<file path="src/can_status_defines.svh">
`ifndef CAN_STATUS_DEFINES_SVH
`define CAN_STATUS_DEFINES_SVH

// register offsets
`define ADDR_RX_FLAGS 3'h0
`define ADDR_RX_IRQ_ENABLE 3'h1
`define ADDR_TX_FLAGS 3'h2
`define ADDR_TX_CONTROL 3'h3
`define ADDR_ACCEPT_CONTROL 3'h4
`define ADDR_RX_ERROR_COUNT 3'h5
`define ADDR_TX_ERROR_COUNT 3'h6
`define ADDR_SOFT_RESET 3'h7

// rx flag bit positions
`define BIT_WAKEUP 7
`define BIT_RX_WARNING 6
`define BIT_TX_WARNING 5
`define BIT_RX_PASSIVE 4
`define BIT_TX_PASSIVE 3
`define BIT_BUS_OFF 2
`define BIT_OVERRUN 1
`define BIT_RX_FULL 0

// reset values
`define RX_FLAGS_RESET 8'h00
`define RX_IRQ_ENABLE_RESET 8'h00
`define TX_EMPTY_RESET 3'h7
`define TX_ABORT_ACK_RESET 3'h0
`define TX_ABORT_REQ_RESET 3'h0
`define TX_EMPTY_IE_RESET 3'h0
`define FILTER_MODE_RESET 2'h0
`define FILTER_HIT_RESET 2'h0

// thresholds
`define WARNING_LIMIT 9'h060
`define PASSIVE_LIMIT 9'h07f
`define BUS_OFF_LIMIT 9'h0ff
`define RECOVERY_SEQUENCES 8'h80

`endif

</file>
<file path="src/can_status_pkg.sv">
package can_status_pkg;

    typedef enum logic [1:0] {
        FILTER_ONE_32 = 2'h0,
        FILTER_TWO_16 = 2'h1,
        FILTER_FOUR_8 = 2'h2,
        FILTER_CLOSED = 2'h3
    } filter_mode_t;

    typedef enum logic [1:0] {
        BUS_ACTIVE = 2'h1,
        BUS_OFF = 2'h2
    } bus_state_t;

    typedef struct packed {
        logic [2:0] addr;
        logic [7:0] wdata;
        logic wr;
        logic rd;
    } reg_req_t;

    typedef struct packed {
        logic wakeup_irq;
        logic error_irq;
        logic rx_irq;
        logic [2:0] tx_empty_irq;
    } irq_lines_t;

    typedef struct packed {
        logic [7:0] rx_flags;
        logic [7:0] rx_irq_enable;
        logic [2:0] tx_empty;
        logic [2:0] abort_ack;
        logic [2:0] abort_req;
        logic [2:0] tx_empty_ie;
        filter_mode_t filter_mode;
        logic [1:0] filter_hit;
        logic soft_reset;
        bus_state_t bus_state;
        logic [7:0] recovery_count;
        logic [7:0] rdata;
    } state_t;

endpackage

</file>
<file path="src/can_status_irq.sv">
// Behaviour
// [RULE_01] tx warning flag sets when tx count above 96 and no passive/bus-off flag
// [RULE_02] rx passive flag sets when rx count above 127 and bus-off flag clear
// [RULE_03] tx passive flag sets when tx count in 128..255 and bus-off clear
// [RULE_04] bus-off flag and state set when tx count exceeds 255
// [RULE_05] bus-off flag cannot clear before 128 runs of 11 recessive bits
// [RULE_06] overrun flag sets on every receive overrun
// [RULE_07] rx full flag sets on accepted message; software clears to release
// [RULE_08] no background-to-foreground move while rx full flag is set
// [RULE_09] software reads receive buffer only while rx full flag set
// [RULE_10] flag, enable and tx control registers held at reset during soft reset
// [RULE_11] each flag raises its interrupt only with its enable set
// [RULE_12] writing one clears a status flag, zero leaves it; abort acks read only
// [RULE_13] software clears empty flag to schedule; device sets it after send
// [RULE_14] successful abort sets empty flag and abort ack; sent leaves ack clear
// [RULE_15] clearing empty clears abort ack; setting empty clears abort request
// [RULE_16] abort granted only before start or after failed attempt; cpu cannot clear
// [RULE_17] software never clears empty and sets abort request in one write
// [RULE_18] software avoids writing a scheduled transmit buffer
// [RULE_19] filter mode selects one, two, four filters or closed
// [RULE_20] hit index reports accepting filter, updated on each buffer copy
// [RULE_21] acceptance control writable only during soft reset
// [RULE_22] software reads error counters only in sleep or soft reset
// [RULE_23] rx warning flag sets when rx count above 96 and no passive/bus-off flag
// [RULE_24] soft reset aborts traffic, drops sync, keeps error counters
// [RULE_25] each interrupt line is or of flags anded with enables
`timescale 1ns/1ps
`include "can_status_defines.svh"

module can_status_irq (
    input wire logic clk_sys_in,
    input wire logic rst_in,
    input wire can_status_pkg::reg_req_t bus_req_in,
    output logic [7:0] bus_rdata_out,
    input wire logic [8:0] rx_error_count_in,
    input wire logic [8:0] tx_error_count_in,
    input wire logic wakeup_event_in,
    input wire logic overrun_event_in,
    input wire logic msg_accepted_in,
    input wire logic [1:0] msg_hit_index_in,
    output logic msg_copy_out,
    input wire logic recessive_run_in,
    input wire logic [2:0] tx_sent_in,
    input wire logic [2:0] tx_started_in,
    input wire logic [2:0] tx_failed_in,
    output logic [2:0] tx_scheduled_out,
    output logic [2:0] tx_abort_grant_out,
    output logic link_halt_out,
    output logic bus_off_out,
    output can_status_pkg::filter_mode_t filter_mode_out,
    output can_status_pkg::irq_lines_t irq_out
);

    can_status_pkg::state_t s_r;
    can_status_pkg::state_t s_nxt;
    logic [7:0] rx_set;
    logic [7:0] rx_clr;
    logic [2:0] grant;
    logic [2:0] tx_done;
    logic [2:0] tx_clr;
    logic wr_rxf;
    logic wr_txf;
    logic rx_pass;
    logic tx_pass;
    logic warn_block;
    logic copy;

    // ------------------------------------------------------------
    // event decode
    // ------------------------------------------------------------
    always_comb begin
        wr_rxf = bus_req_in.wr && bus_req_in.addr == `ADDR_RX_FLAGS;
        wr_txf = bus_req_in.wr && bus_req_in.addr == `ADDR_TX_FLAGS;
        rx_pass = s_r.rx_flags[`BIT_RX_PASSIVE];
        tx_pass = s_r.rx_flags[`BIT_TX_PASSIVE];
        warn_block = rx_pass || tx_pass || s_r.rx_flags[`BIT_BUS_OFF];
        // copy only into a free foreground buffer and an open filter
        copy = msg_accepted_in && !s_r.rx_flags[`BIT_RX_FULL] // see [RULE_08]
            && s_r.filter_mode != can_status_pkg::FILTER_CLOSED; // see [RULE_19]
        rx_set = 8'h00;
        rx_set[`BIT_WAKEUP] = wakeup_event_in;
        rx_set[`BIT_RX_WARNING] = rx_error_count_in > `WARNING_LIMIT && !warn_block; // see [RULE_23]
        rx_set[`BIT_TX_WARNING] = tx_error_count_in > `WARNING_LIMIT && !warn_block; // see [RULE_01]
        rx_set[`BIT_RX_PASSIVE] = rx_error_count_in > `PASSIVE_LIMIT
            && !s_r.rx_flags[`BIT_BUS_OFF]; // see [RULE_02]
        rx_set[`BIT_TX_PASSIVE] = tx_error_count_in > `PASSIVE_LIMIT
            && tx_error_count_in <= `BUS_OFF_LIMIT && !s_r.rx_flags[`BIT_BUS_OFF]; // see [RULE_03]
        rx_set[`BIT_BUS_OFF] = tx_error_count_in > `BUS_OFF_LIMIT; // see [RULE_04]
        rx_set[`BIT_OVERRUN] = overrun_event_in; // see [RULE_06]
        rx_set[`BIT_RX_FULL] = copy; // see [RULE_07]
        rx_clr = wr_rxf ? bus_req_in.wdata : 8'h00; // see [RULE_12]
        // bus-off holds until recovery completes
        if (s_r.bus_state == can_status_pkg::BUS_OFF) begin
            rx_clr[`BIT_BUS_OFF] = 1'b0; // see [RULE_05]
        end
        grant = s_r.abort_req & ~s_r.tx_empty & (~tx_started_in | tx_failed_in) & ~tx_sent_in; // see [RULE_16]
        tx_done = (tx_sent_in & ~s_r.tx_empty) | grant; // see [RULE_13]
        tx_clr = wr_txf ? bus_req_in.wdata[2:0] : 3'h0;
    end

    // ------------------------------------------------------------
    // next state
    // ------------------------------------------------------------
    always_comb begin
        s_nxt = s_r;
        s_nxt.rdata = 8'h00;
        s_nxt.rx_flags = (s_r.rx_flags & ~rx_clr) | rx_set; // set wins over clear
        s_nxt.tx_empty = (s_r.tx_empty & ~tx_clr) | tx_done; // see [RULE_13]
        s_nxt.abort_ack = ((s_r.abort_ack & ~tx_clr) | grant) & ~(tx_clr & ~tx_done); // see [RULE_14] [RULE_15]
        s_nxt.abort_req = s_r.abort_req & ~tx_done; // see [RULE_15]
        if (copy) begin
            s_nxt.filter_hit = msg_hit_index_in; // see [RULE_20]
        end
        // bus-off recovery counter
        case (s_r.bus_state)
            can_status_pkg::BUS_ACTIVE: begin
                s_nxt.recovery_count = 8'h00;
                if (rx_set[`BIT_BUS_OFF]) begin
                    s_nxt.bus_state = can_status_pkg::BUS_OFF; // see [RULE_04]
                end
            end
            can_status_pkg::BUS_OFF: begin
                if (recessive_run_in && !s_r.soft_reset) begin
                    s_nxt.recovery_count = s_r.recovery_count + 8'h01;
                    if (s_r.recovery_count == `RECOVERY_SEQUENCES - 8'h01) begin
                        s_nxt.bus_state = can_status_pkg::BUS_ACTIVE; // see [RULE_05]
                    end
                end
            end
            default: begin
                s_nxt.bus_state = can_status_pkg::BUS_ACTIVE;
            end
        endcase
        if (bus_req_in.wr) begin
            case (bus_req_in.addr)
                `ADDR_RX_IRQ_ENABLE: s_nxt.rx_irq_enable = bus_req_in.wdata;
                `ADDR_TX_CONTROL: begin
                    s_nxt.abort_req = s_nxt.abort_req | (bus_req_in.wdata[6:4] & ~s_r.tx_empty); // see [RULE_16]
                    s_nxt.tx_empty_ie = bus_req_in.wdata[2:0];
                end
                `ADDR_ACCEPT_CONTROL: begin
                    if (s_r.soft_reset) begin
                        s_nxt.filter_mode = can_status_pkg::filter_mode_t'(bus_req_in.wdata[5:4]); // see [RULE_21]
                    end
                end
                `ADDR_SOFT_RESET: s_nxt.soft_reset = bus_req_in.wdata[0];
                default: begin
                end
            endcase
        end
        if (bus_req_in.rd) begin
            case (bus_req_in.addr)
                `ADDR_RX_FLAGS: s_nxt.rdata = s_r.rx_flags;
                `ADDR_RX_IRQ_ENABLE: s_nxt.rdata = s_r.rx_irq_enable;
                `ADDR_TX_FLAGS: s_nxt.rdata = {1'b0, s_r.abort_ack, 1'b0, s_r.tx_empty};
                `ADDR_TX_CONTROL: s_nxt.rdata = {1'b0, s_r.abort_req, 1'b0, s_r.tx_empty_ie};
                `ADDR_ACCEPT_CONTROL: s_nxt.rdata = {2'h0, s_r.filter_mode, 2'h0, s_r.filter_hit};
                `ADDR_RX_ERROR_COUNT: s_nxt.rdata = rx_error_count_in[7:0];
                `ADDR_TX_ERROR_COUNT: s_nxt.rdata = tx_error_count_in[7:0];
                `ADDR_SOFT_RESET: s_nxt.rdata = {7'h00, s_r.soft_reset};
                default: s_nxt.rdata = 8'h00;
            endcase
        end
        // soft reset pins the flag, enable and tx control registers
        if (s_r.soft_reset) begin
            s_nxt.rx_flags = `RX_FLAGS_RESET; // see [RULE_10]
            s_nxt.rx_irq_enable = `RX_IRQ_ENABLE_RESET;
            s_nxt.tx_empty = `TX_EMPTY_RESET;
            s_nxt.abort_ack = `TX_ABORT_ACK_RESET;
            s_nxt.abort_req = `TX_ABORT_REQ_RESET;
            s_nxt.tx_empty_ie = `TX_EMPTY_IE_RESET;
        end
    end

    always_ff @(posedge clk_sys_in or posedge rst_in) begin
        if (rst_in) begin
            s_r.rx_flags <= `RX_FLAGS_RESET;
            s_r.rx_irq_enable <= `RX_IRQ_ENABLE_RESET;
            s_r.tx_empty <= `TX_EMPTY_RESET;
            s_r.abort_ack <= `TX_ABORT_ACK_RESET;
            s_r.abort_req <= `TX_ABORT_REQ_RESET;
            s_r.tx_empty_ie <= `TX_EMPTY_IE_RESET;
            s_r.filter_mode <= can_status_pkg::FILTER_ONE_32;
            s_r.filter_hit <= `FILTER_HIT_RESET;
            s_r.soft_reset <= 1'b0;
            s_r.bus_state <= can_status_pkg::BUS_ACTIVE;
            s_r.recovery_count <= 8'h00;
            s_r.rdata <= 8'h00;
        end else begin
            s_r <= s_nxt;
        end
    end

    // ------------------------------------------------------------
    // outputs
    // ------------------------------------------------------------
    always_comb begin
        bus_rdata_out = s_r.rdata;
        msg_copy_out = copy;
        tx_scheduled_out = ~s_r.tx_empty;
        tx_abort_grant_out = grant;
        link_halt_out = s_r.soft_reset; // see [RULE_24]
        bus_off_out = s_r.bus_state == can_status_pkg::BUS_OFF;
        filter_mode_out = s_r.filter_mode; // see [RULE_19]
        irq_out.wakeup_irq = s_r.rx_flags[`BIT_WAKEUP] & s_r.rx_irq_enable[`BIT_WAKEUP]; // see [RULE_11]
        irq_out.error_irq = |(s_r.rx_flags[6:1] & s_r.rx_irq_enable[6:1]); // see [RULE_25]
        irq_out.rx_irq = s_r.rx_flags[`BIT_RX_FULL] & s_r.rx_irq_enable[`BIT_RX_FULL];
        irq_out.tx_empty_irq = s_r.tx_empty & s_r.tx_empty_ie; // see [RULE_11]
    end
endmodule // can_status_irq

</file>
<file path="config.mk">
export PLATFORM = sky130hd
export DESIGN_NAME = can_status_irq
export DESIGN_NICKNAME = d
export VERILOG_FILES = /design/src/can_status_pkg.sv /design/src/can_status_irq.sv
export VERILOG_INCLUDE_DIRS = /design/src /design/src/src
export SDC_FILE = /design/constraint.sdc
export NUM_CORES = 1
export LEC_CHECK = 0
export BUFFER_PORTS_ARGS = -buffer_cell sky130_fd_sc_hd__clkbuf_2
export CAP_MARGIN = 30
export CORE_ASPECT_RATIO = 1.4
export CORE_MARGIN = 10
export CORE_UTILIZATION = 40
export DETAILED_ROUTE_END_ITERATION = 6
export PLACE_DENSITY_LB_ADDON = 0.1
export SLEW_MARGIN = 10
export SYNTH_ARGS = -nofsm -noshare
export SYNTH_HDL_FRONTEND = slang
export SYNTH_SLANG_ARGS = --single-unit
export TNS_END_PERCENT = 10
</file>
<file path="constraint.sdc">
create_clock -name clk_sys_in -period 2.8 [get_ports clk_sys_in]
set_input_delay 0.14 -clock clk_sys_in [delete_from_list [all_inputs] [get_ports clk_sys_in]]
set_output_delay 0.14 -clock clk_sys_in [all_outputs]
set_load 0.02 [all_outputs]
</file>
Yosys cells after proc, flatten, opt, wreduce, memory -nomap -nowiden
Index checks and enable logic that the tools add are counted.

storage, ports and cells
  bits in registers = 51
  word-level logic and storage cells = 104

operators by class
  add/sub/neg operators = 1
  order comparisons = 6
  equal/unequal tests = 14
  muxes and demuxes = 15
  bitwise gates (word level) = 28
  reduce and logical (&&, ||, !) cells = 28

operators by type and width
  operator                                                                          number
  8-bit case mux with 8 select lines                                                1
  8-bit 2-to-1 mux                                                                  5
  9-bit by 7-bit > comparator with 1-bit output, second input constant              4
  3-bit bitwise AND                                                                 11
  28-bit 2-to-1 mux                                                                 1
  3-bit inverter                                                                    6
  8-bit case mux with 2 select lines                                                1
  3-bit OR                                                                          5
  3-bit equality test, second input constant                                        4
  1-bit logical AND                                                                 10
  10-bit 2-to-1 mux                                                                 1
  9-bit by 8-bit > comparator with 1-bit output, second input constant              1
  9-bit by 8-bit less-or-equal comparator with 1-bit output, second input constant  1
  8-bit by 1-bit adder with 8-bit output, second input constant                     1
  8-bit bitwise AND                                                                 1
  8-bit by 7-bit equality test with 1-bit output, second input constant             1
  8-bit inverter                                                                    1
  8-bit OR                                                                          1
  2-bit AND reduction                                                               4
  2-bit nonzero test                                                                4
  6-bit bitwise AND                                                                 1
  3-bit by 2-bit equality test with 1-bit output, second input constant             2
  6-bit 2-to-1 mux                                                                  1
  3-bit AND reduction                                                               2
  other kinds (14)                                                                  22

Longest topological paths before layout
  word-level depth = 11
  mapped depth = 6
  gate-level depth less buffers = 4

Least setup slack after synthesis
OpenSTA, ideal clock, no wires.

  kind = reg2reg
  start point = reg s_r (netlist bit filter_mode_out[0])
  end point = reg s_r[19] in the netlist's numbering
  setup time = 0.125 ns
  arrival = 1.569 ns
  required time = 2.675 ns
  slack = 1.107 ns
  stages on the path, launching flop included = 3
  buffers on the path = 0
  clock period less this slack = 1.693 ns
  path through = dfrtp_1 > a211oi_1 > mux2_2

between the ends
  longest elaborated chain between the ends = 2

RTL lines
  element                 line                   RTL
  from (decl)             can_status_irq.sv:54   can_status_pkg::state_t s_r;
  from (signal assigned)  can_status_irq.sv:190  s_r <= s_nxt;
  2-bit inequality test   can_status_irq.sv:79   && s_r.filter_mode != can_status_pkg::FILTER_CLOSED;
  1-bit logical AND       can_status_irq.sv:78   copy = msg_accepted_in && !s_r.rx_flags[`BIT_RX_FULL]
  via msg_copy_out        can_status_irq.sv:41   output logic msg_copy_out,

The timed path passes the listed nets, and every way through them passes these cells.
A chain may end at the register's enable or synchronous reset.

Worst setup path in the final report
  start point = reg s_r (netlist bit link_halt_out)
  end point = out link_halt_out

RTL lines
  element    line                  RTL
  to (decl)  can_status_irq.sv:48  output logic link_halt_out,

No word-level cell between the ends.

==> summary.md <==
| Metric | Value |
|---|---|
| WL per Instance | `18.9 um` |
| R2r setup slk | `1.10 ns` |
| Reg2Reg Capture Point | `s_r[13]` |
| Htree depth | `2` |
| Post-synthesis mux area share | `0.106` |
| WP data arrival | `1.70 ns` |
| Fraction of layout cells with a size suffix above 1 | `0.277` |
| Hold Violations, Final | `0` |
| Die Y-Extent | `121 um` |
| Synth Area in Compound Gates | `0.145` |
| GRT Overall Usage | `0.157` |
| Final Skew | `0.00942 ns` |
| Area Overhead vs Synth | `16.4%` |
| Asr flop ratio synth | `1.00` |
| Worst setup SP type | `flip-flop` |
| Final WL | `8660 um` |
| Num Clock Sinks | `51` |
| Core ar. | `7030 um2` |
| Routed vias/inst | `5.37` |
| Pre-CTS WS | `1.08 ns` |
| ANT cells | `0` |
| Fin. max-slew vios | `0` |
| TritonCTS clock tree | `done` |
| Syn. warnings | `0` |
| Worst Path Required | `2.66 ns` |
| Via Count | `2467` |
| Die width | `91.9 um` |
| Initial antenna violation count | `0` |
| Register area share after synthesis | `0.443` |
| Period utilisation layout | `0.658` |
| Initial Util | `0.412` |
| Crit. End Element | `primary output` |
| Global placement routability congestion | `0.869` |
| Critical path capture point | `link_halt_out` |
| Mapped cell area | `2890 um2` |
| Seq cells post-synth | `51` |
| Max-cap violations | `0` |
| Syn avg cell area | `9.61 um2` |
| Post-CTS Setup Repair Bufs | `0` |
| Area of placed instances | `3240 um2` |
| Reg2Reg Depth | `4` |
| TritonRoute pass-1 iters | `4` |
| Type of the worst setup path | `flip-flop to primary output` |
| Pwr/cell area | `609 nW/um2` |
| Mapped Nets | `350` |
| Final nets | `412` |
| Mapped Cells | `301` |
| Status | `complete, no violations` |
| Yosys cell types | `46` |
| Buffers on Ports | `72` |
| Clock-pin slew on the worst setup and hold paths | `0.10 ns` |
| Post-Synth XOR/XNOR Area | `0.00908` |
| Endpoints failing setup | `0` |
| Fin crit period | `1.84 ns` |
| Dpl hpwl | `6800 um` |
| Remaining Overflow, GRT | `0` |
| Latest clock arrival within the worst-skew pair | `0.31 ns` |
| Highest Clock Rate | `543 MHz` |
| Cell area after layout | `3370 um2` |
| RR Startpoint | `link_halt_out` |
| Ranking of synthesized cells by area | `dfrtp_1 (41%), mux2i_1 (6.2%), nor2_1 (4.3%), dfstp_2 (3.6%), nand2_1 (3.5%)` |
| FP Rows | `36` |
| Min Hold Slack | `0.0547 ns` |
| RSZ-0062 raised after global routing | `no` |
| Residual DRC count | `0` |
| Die area | `11100 um2` |
| Largest net degree at the start of global routing | `35` |
| Worst Hold Class | `input pin to flip-flop` |
| CTS Buf Count | `5` |
| Number of synthesized flops with an enable pin | `0` |
| Adder-Cell Fraction of Synth Area | `0.00432` |
| Initial drt markers | `199` |
| Relative slew slack | `0.529` |
| Setup TNS | `0 ns` |
| Largest family of logic cells by synthesized area | `simple AND/OR/NAND/NOR gates` |
| Max clock buf depth | `2` |
| Simple-Gate Fraction of Synth Area | `0.216` |
| Top cells by count, synth | `dfrtp_1 (47), nor2_1 (33), nand2_1 (27), o21ai_0 (20), mux2i_1 (18)` |
| Critical path launch point | `link_halt_out` |
| Yosys top cell area share | `0.406` |
| Most common cell in the netlist | `dfrtp_1` |
| Yosys top cell by area | `dfrtp_1` |
| Crit Path Max Fanout | `19` |
| Final worst slack | `0.957 ns` |
| Post-route ant nets | `0` |
| Leakage | `1.64 nW` |
| Ys flop type | `dfrtp_1` |
| Vias in the first global route | `2649` |
| Root Driver | `clkbuf_8` |
| Worst-Margin Slew | `0.706 ns` |
| Top Ports | `73` |
| First-pass GRT wire length | `14100 um` |
| Max VDD drop | `0.286 mV` |
[cell type report]
type,count,area (um2)
Sequential cell,51,1280
Tap cell,95,119
Fill cell,702,3660
Clock inverter,2,35.0
Timing Repair Buffer,77,400
Multi-Input combinational cell,212,1390
Clock buffer,6,82.6
Inverter,16,60.1
[power breakdown]
group	total (mW)	switching, mW	internal (mW)
Clock	0.529	0.240	0.289
Sequential	0.990	0.136	0.854
Combinational	0.534	0.308	0.225
[cells in the final DEF (no fill, tap or decap), types with 2 or more instances in the layout]
cell type  synthesis  routed
clkbuf_2           0      72
dfrtp_1           47      47
nor2_1            33      33
nand2_1           27      27
o21ai_0           20      20
mux2i_1           18      18
a21oi_1           17      17
inv_1             16      15
nand3_1           11      11
nor2b_1            8       8
mux2_2             7       7
a22oi_1            6       6
clkbuf_8           0       6
nand2b_1           5       5
a22o_1             5       5
nand4_1            5       5
nor3_1             5       5
and2_1             5       5
buf_4             12       4
dfstp_2            4       4
a31oi_1            3       3
a2bb2oi_1          3       3
a21o_1             3       3
or3_1              3       3
xor2_1             2       2
and3_1             2       2
nor4b_4            2       2
a211oi_1           2       2
nand3b_1           2       2
a211o_1            2       2
a32oi_1            2       2
[per-layer routing]
layer  part of all wire  global-route usage  wire length [um]  up-vias
li1                   -                   -                 -     1176
met1               0.39               0.177              3420     1199
met2               0.53               0.285              4610       79
met3              0.057              0.0359               493       13
met4              0.016              0.0455               137        0
met5                  0                   0                 0        -
[sequential cells by signal, summed over array words and instances (netlist names)]
register	flops
link_halt_out	1
filter_mode_out	2
s_r	39
bus_rdata_out	8
rx_pass	1
[how the worst min path moves through the flow]
stage	from	end	slack, ns	depth (start not counted)
2_1_floorplan	tx_error_count_in[8]	s_r[16]	0.21	1
3_3_place_gp	rst_in	s_r[13]	0.13	2
3_5_place_dp	rst_in	s_r[10]	0.13	2
4_1_cts	overrun_event_in	s_r[44]	0.05	3
5_1_grt	wakeup_event_in	s_r[50]	0.07	3
6_report	wakeup_event_in	s_r[50]	0.05	3
[critical path: stages, from the launching register on]
cell and delay [ns]:
dfrtp_1 0.80, buf_4 0.37, clkbuf_2 0.22
[cell families after synthesis]
logic type | after synthesis
compound gates | 66
xor+xnor | 3
fa+ha+maj | 1
buf+inv | 38
flops | 51
mux | 27
simple gates | 115
[metrics by stage]
step	power (mW)	utilization	cells
3_3_place_gp	1.53	0.461	450
4_1_cts	2.08	0.480	459
3_5_place_dp	1.54	0.461	450
2_1_floorplan	1.36	-	301
6_report	2.05	0.480	459
5_1_grt	2.17	0.480	459
[repair_timing]
action,CTS,global route
resized for setup,0,0
hold endpoints to repair,15,0
hold buffers,1,0
Power figures use the tool's default switching activity.
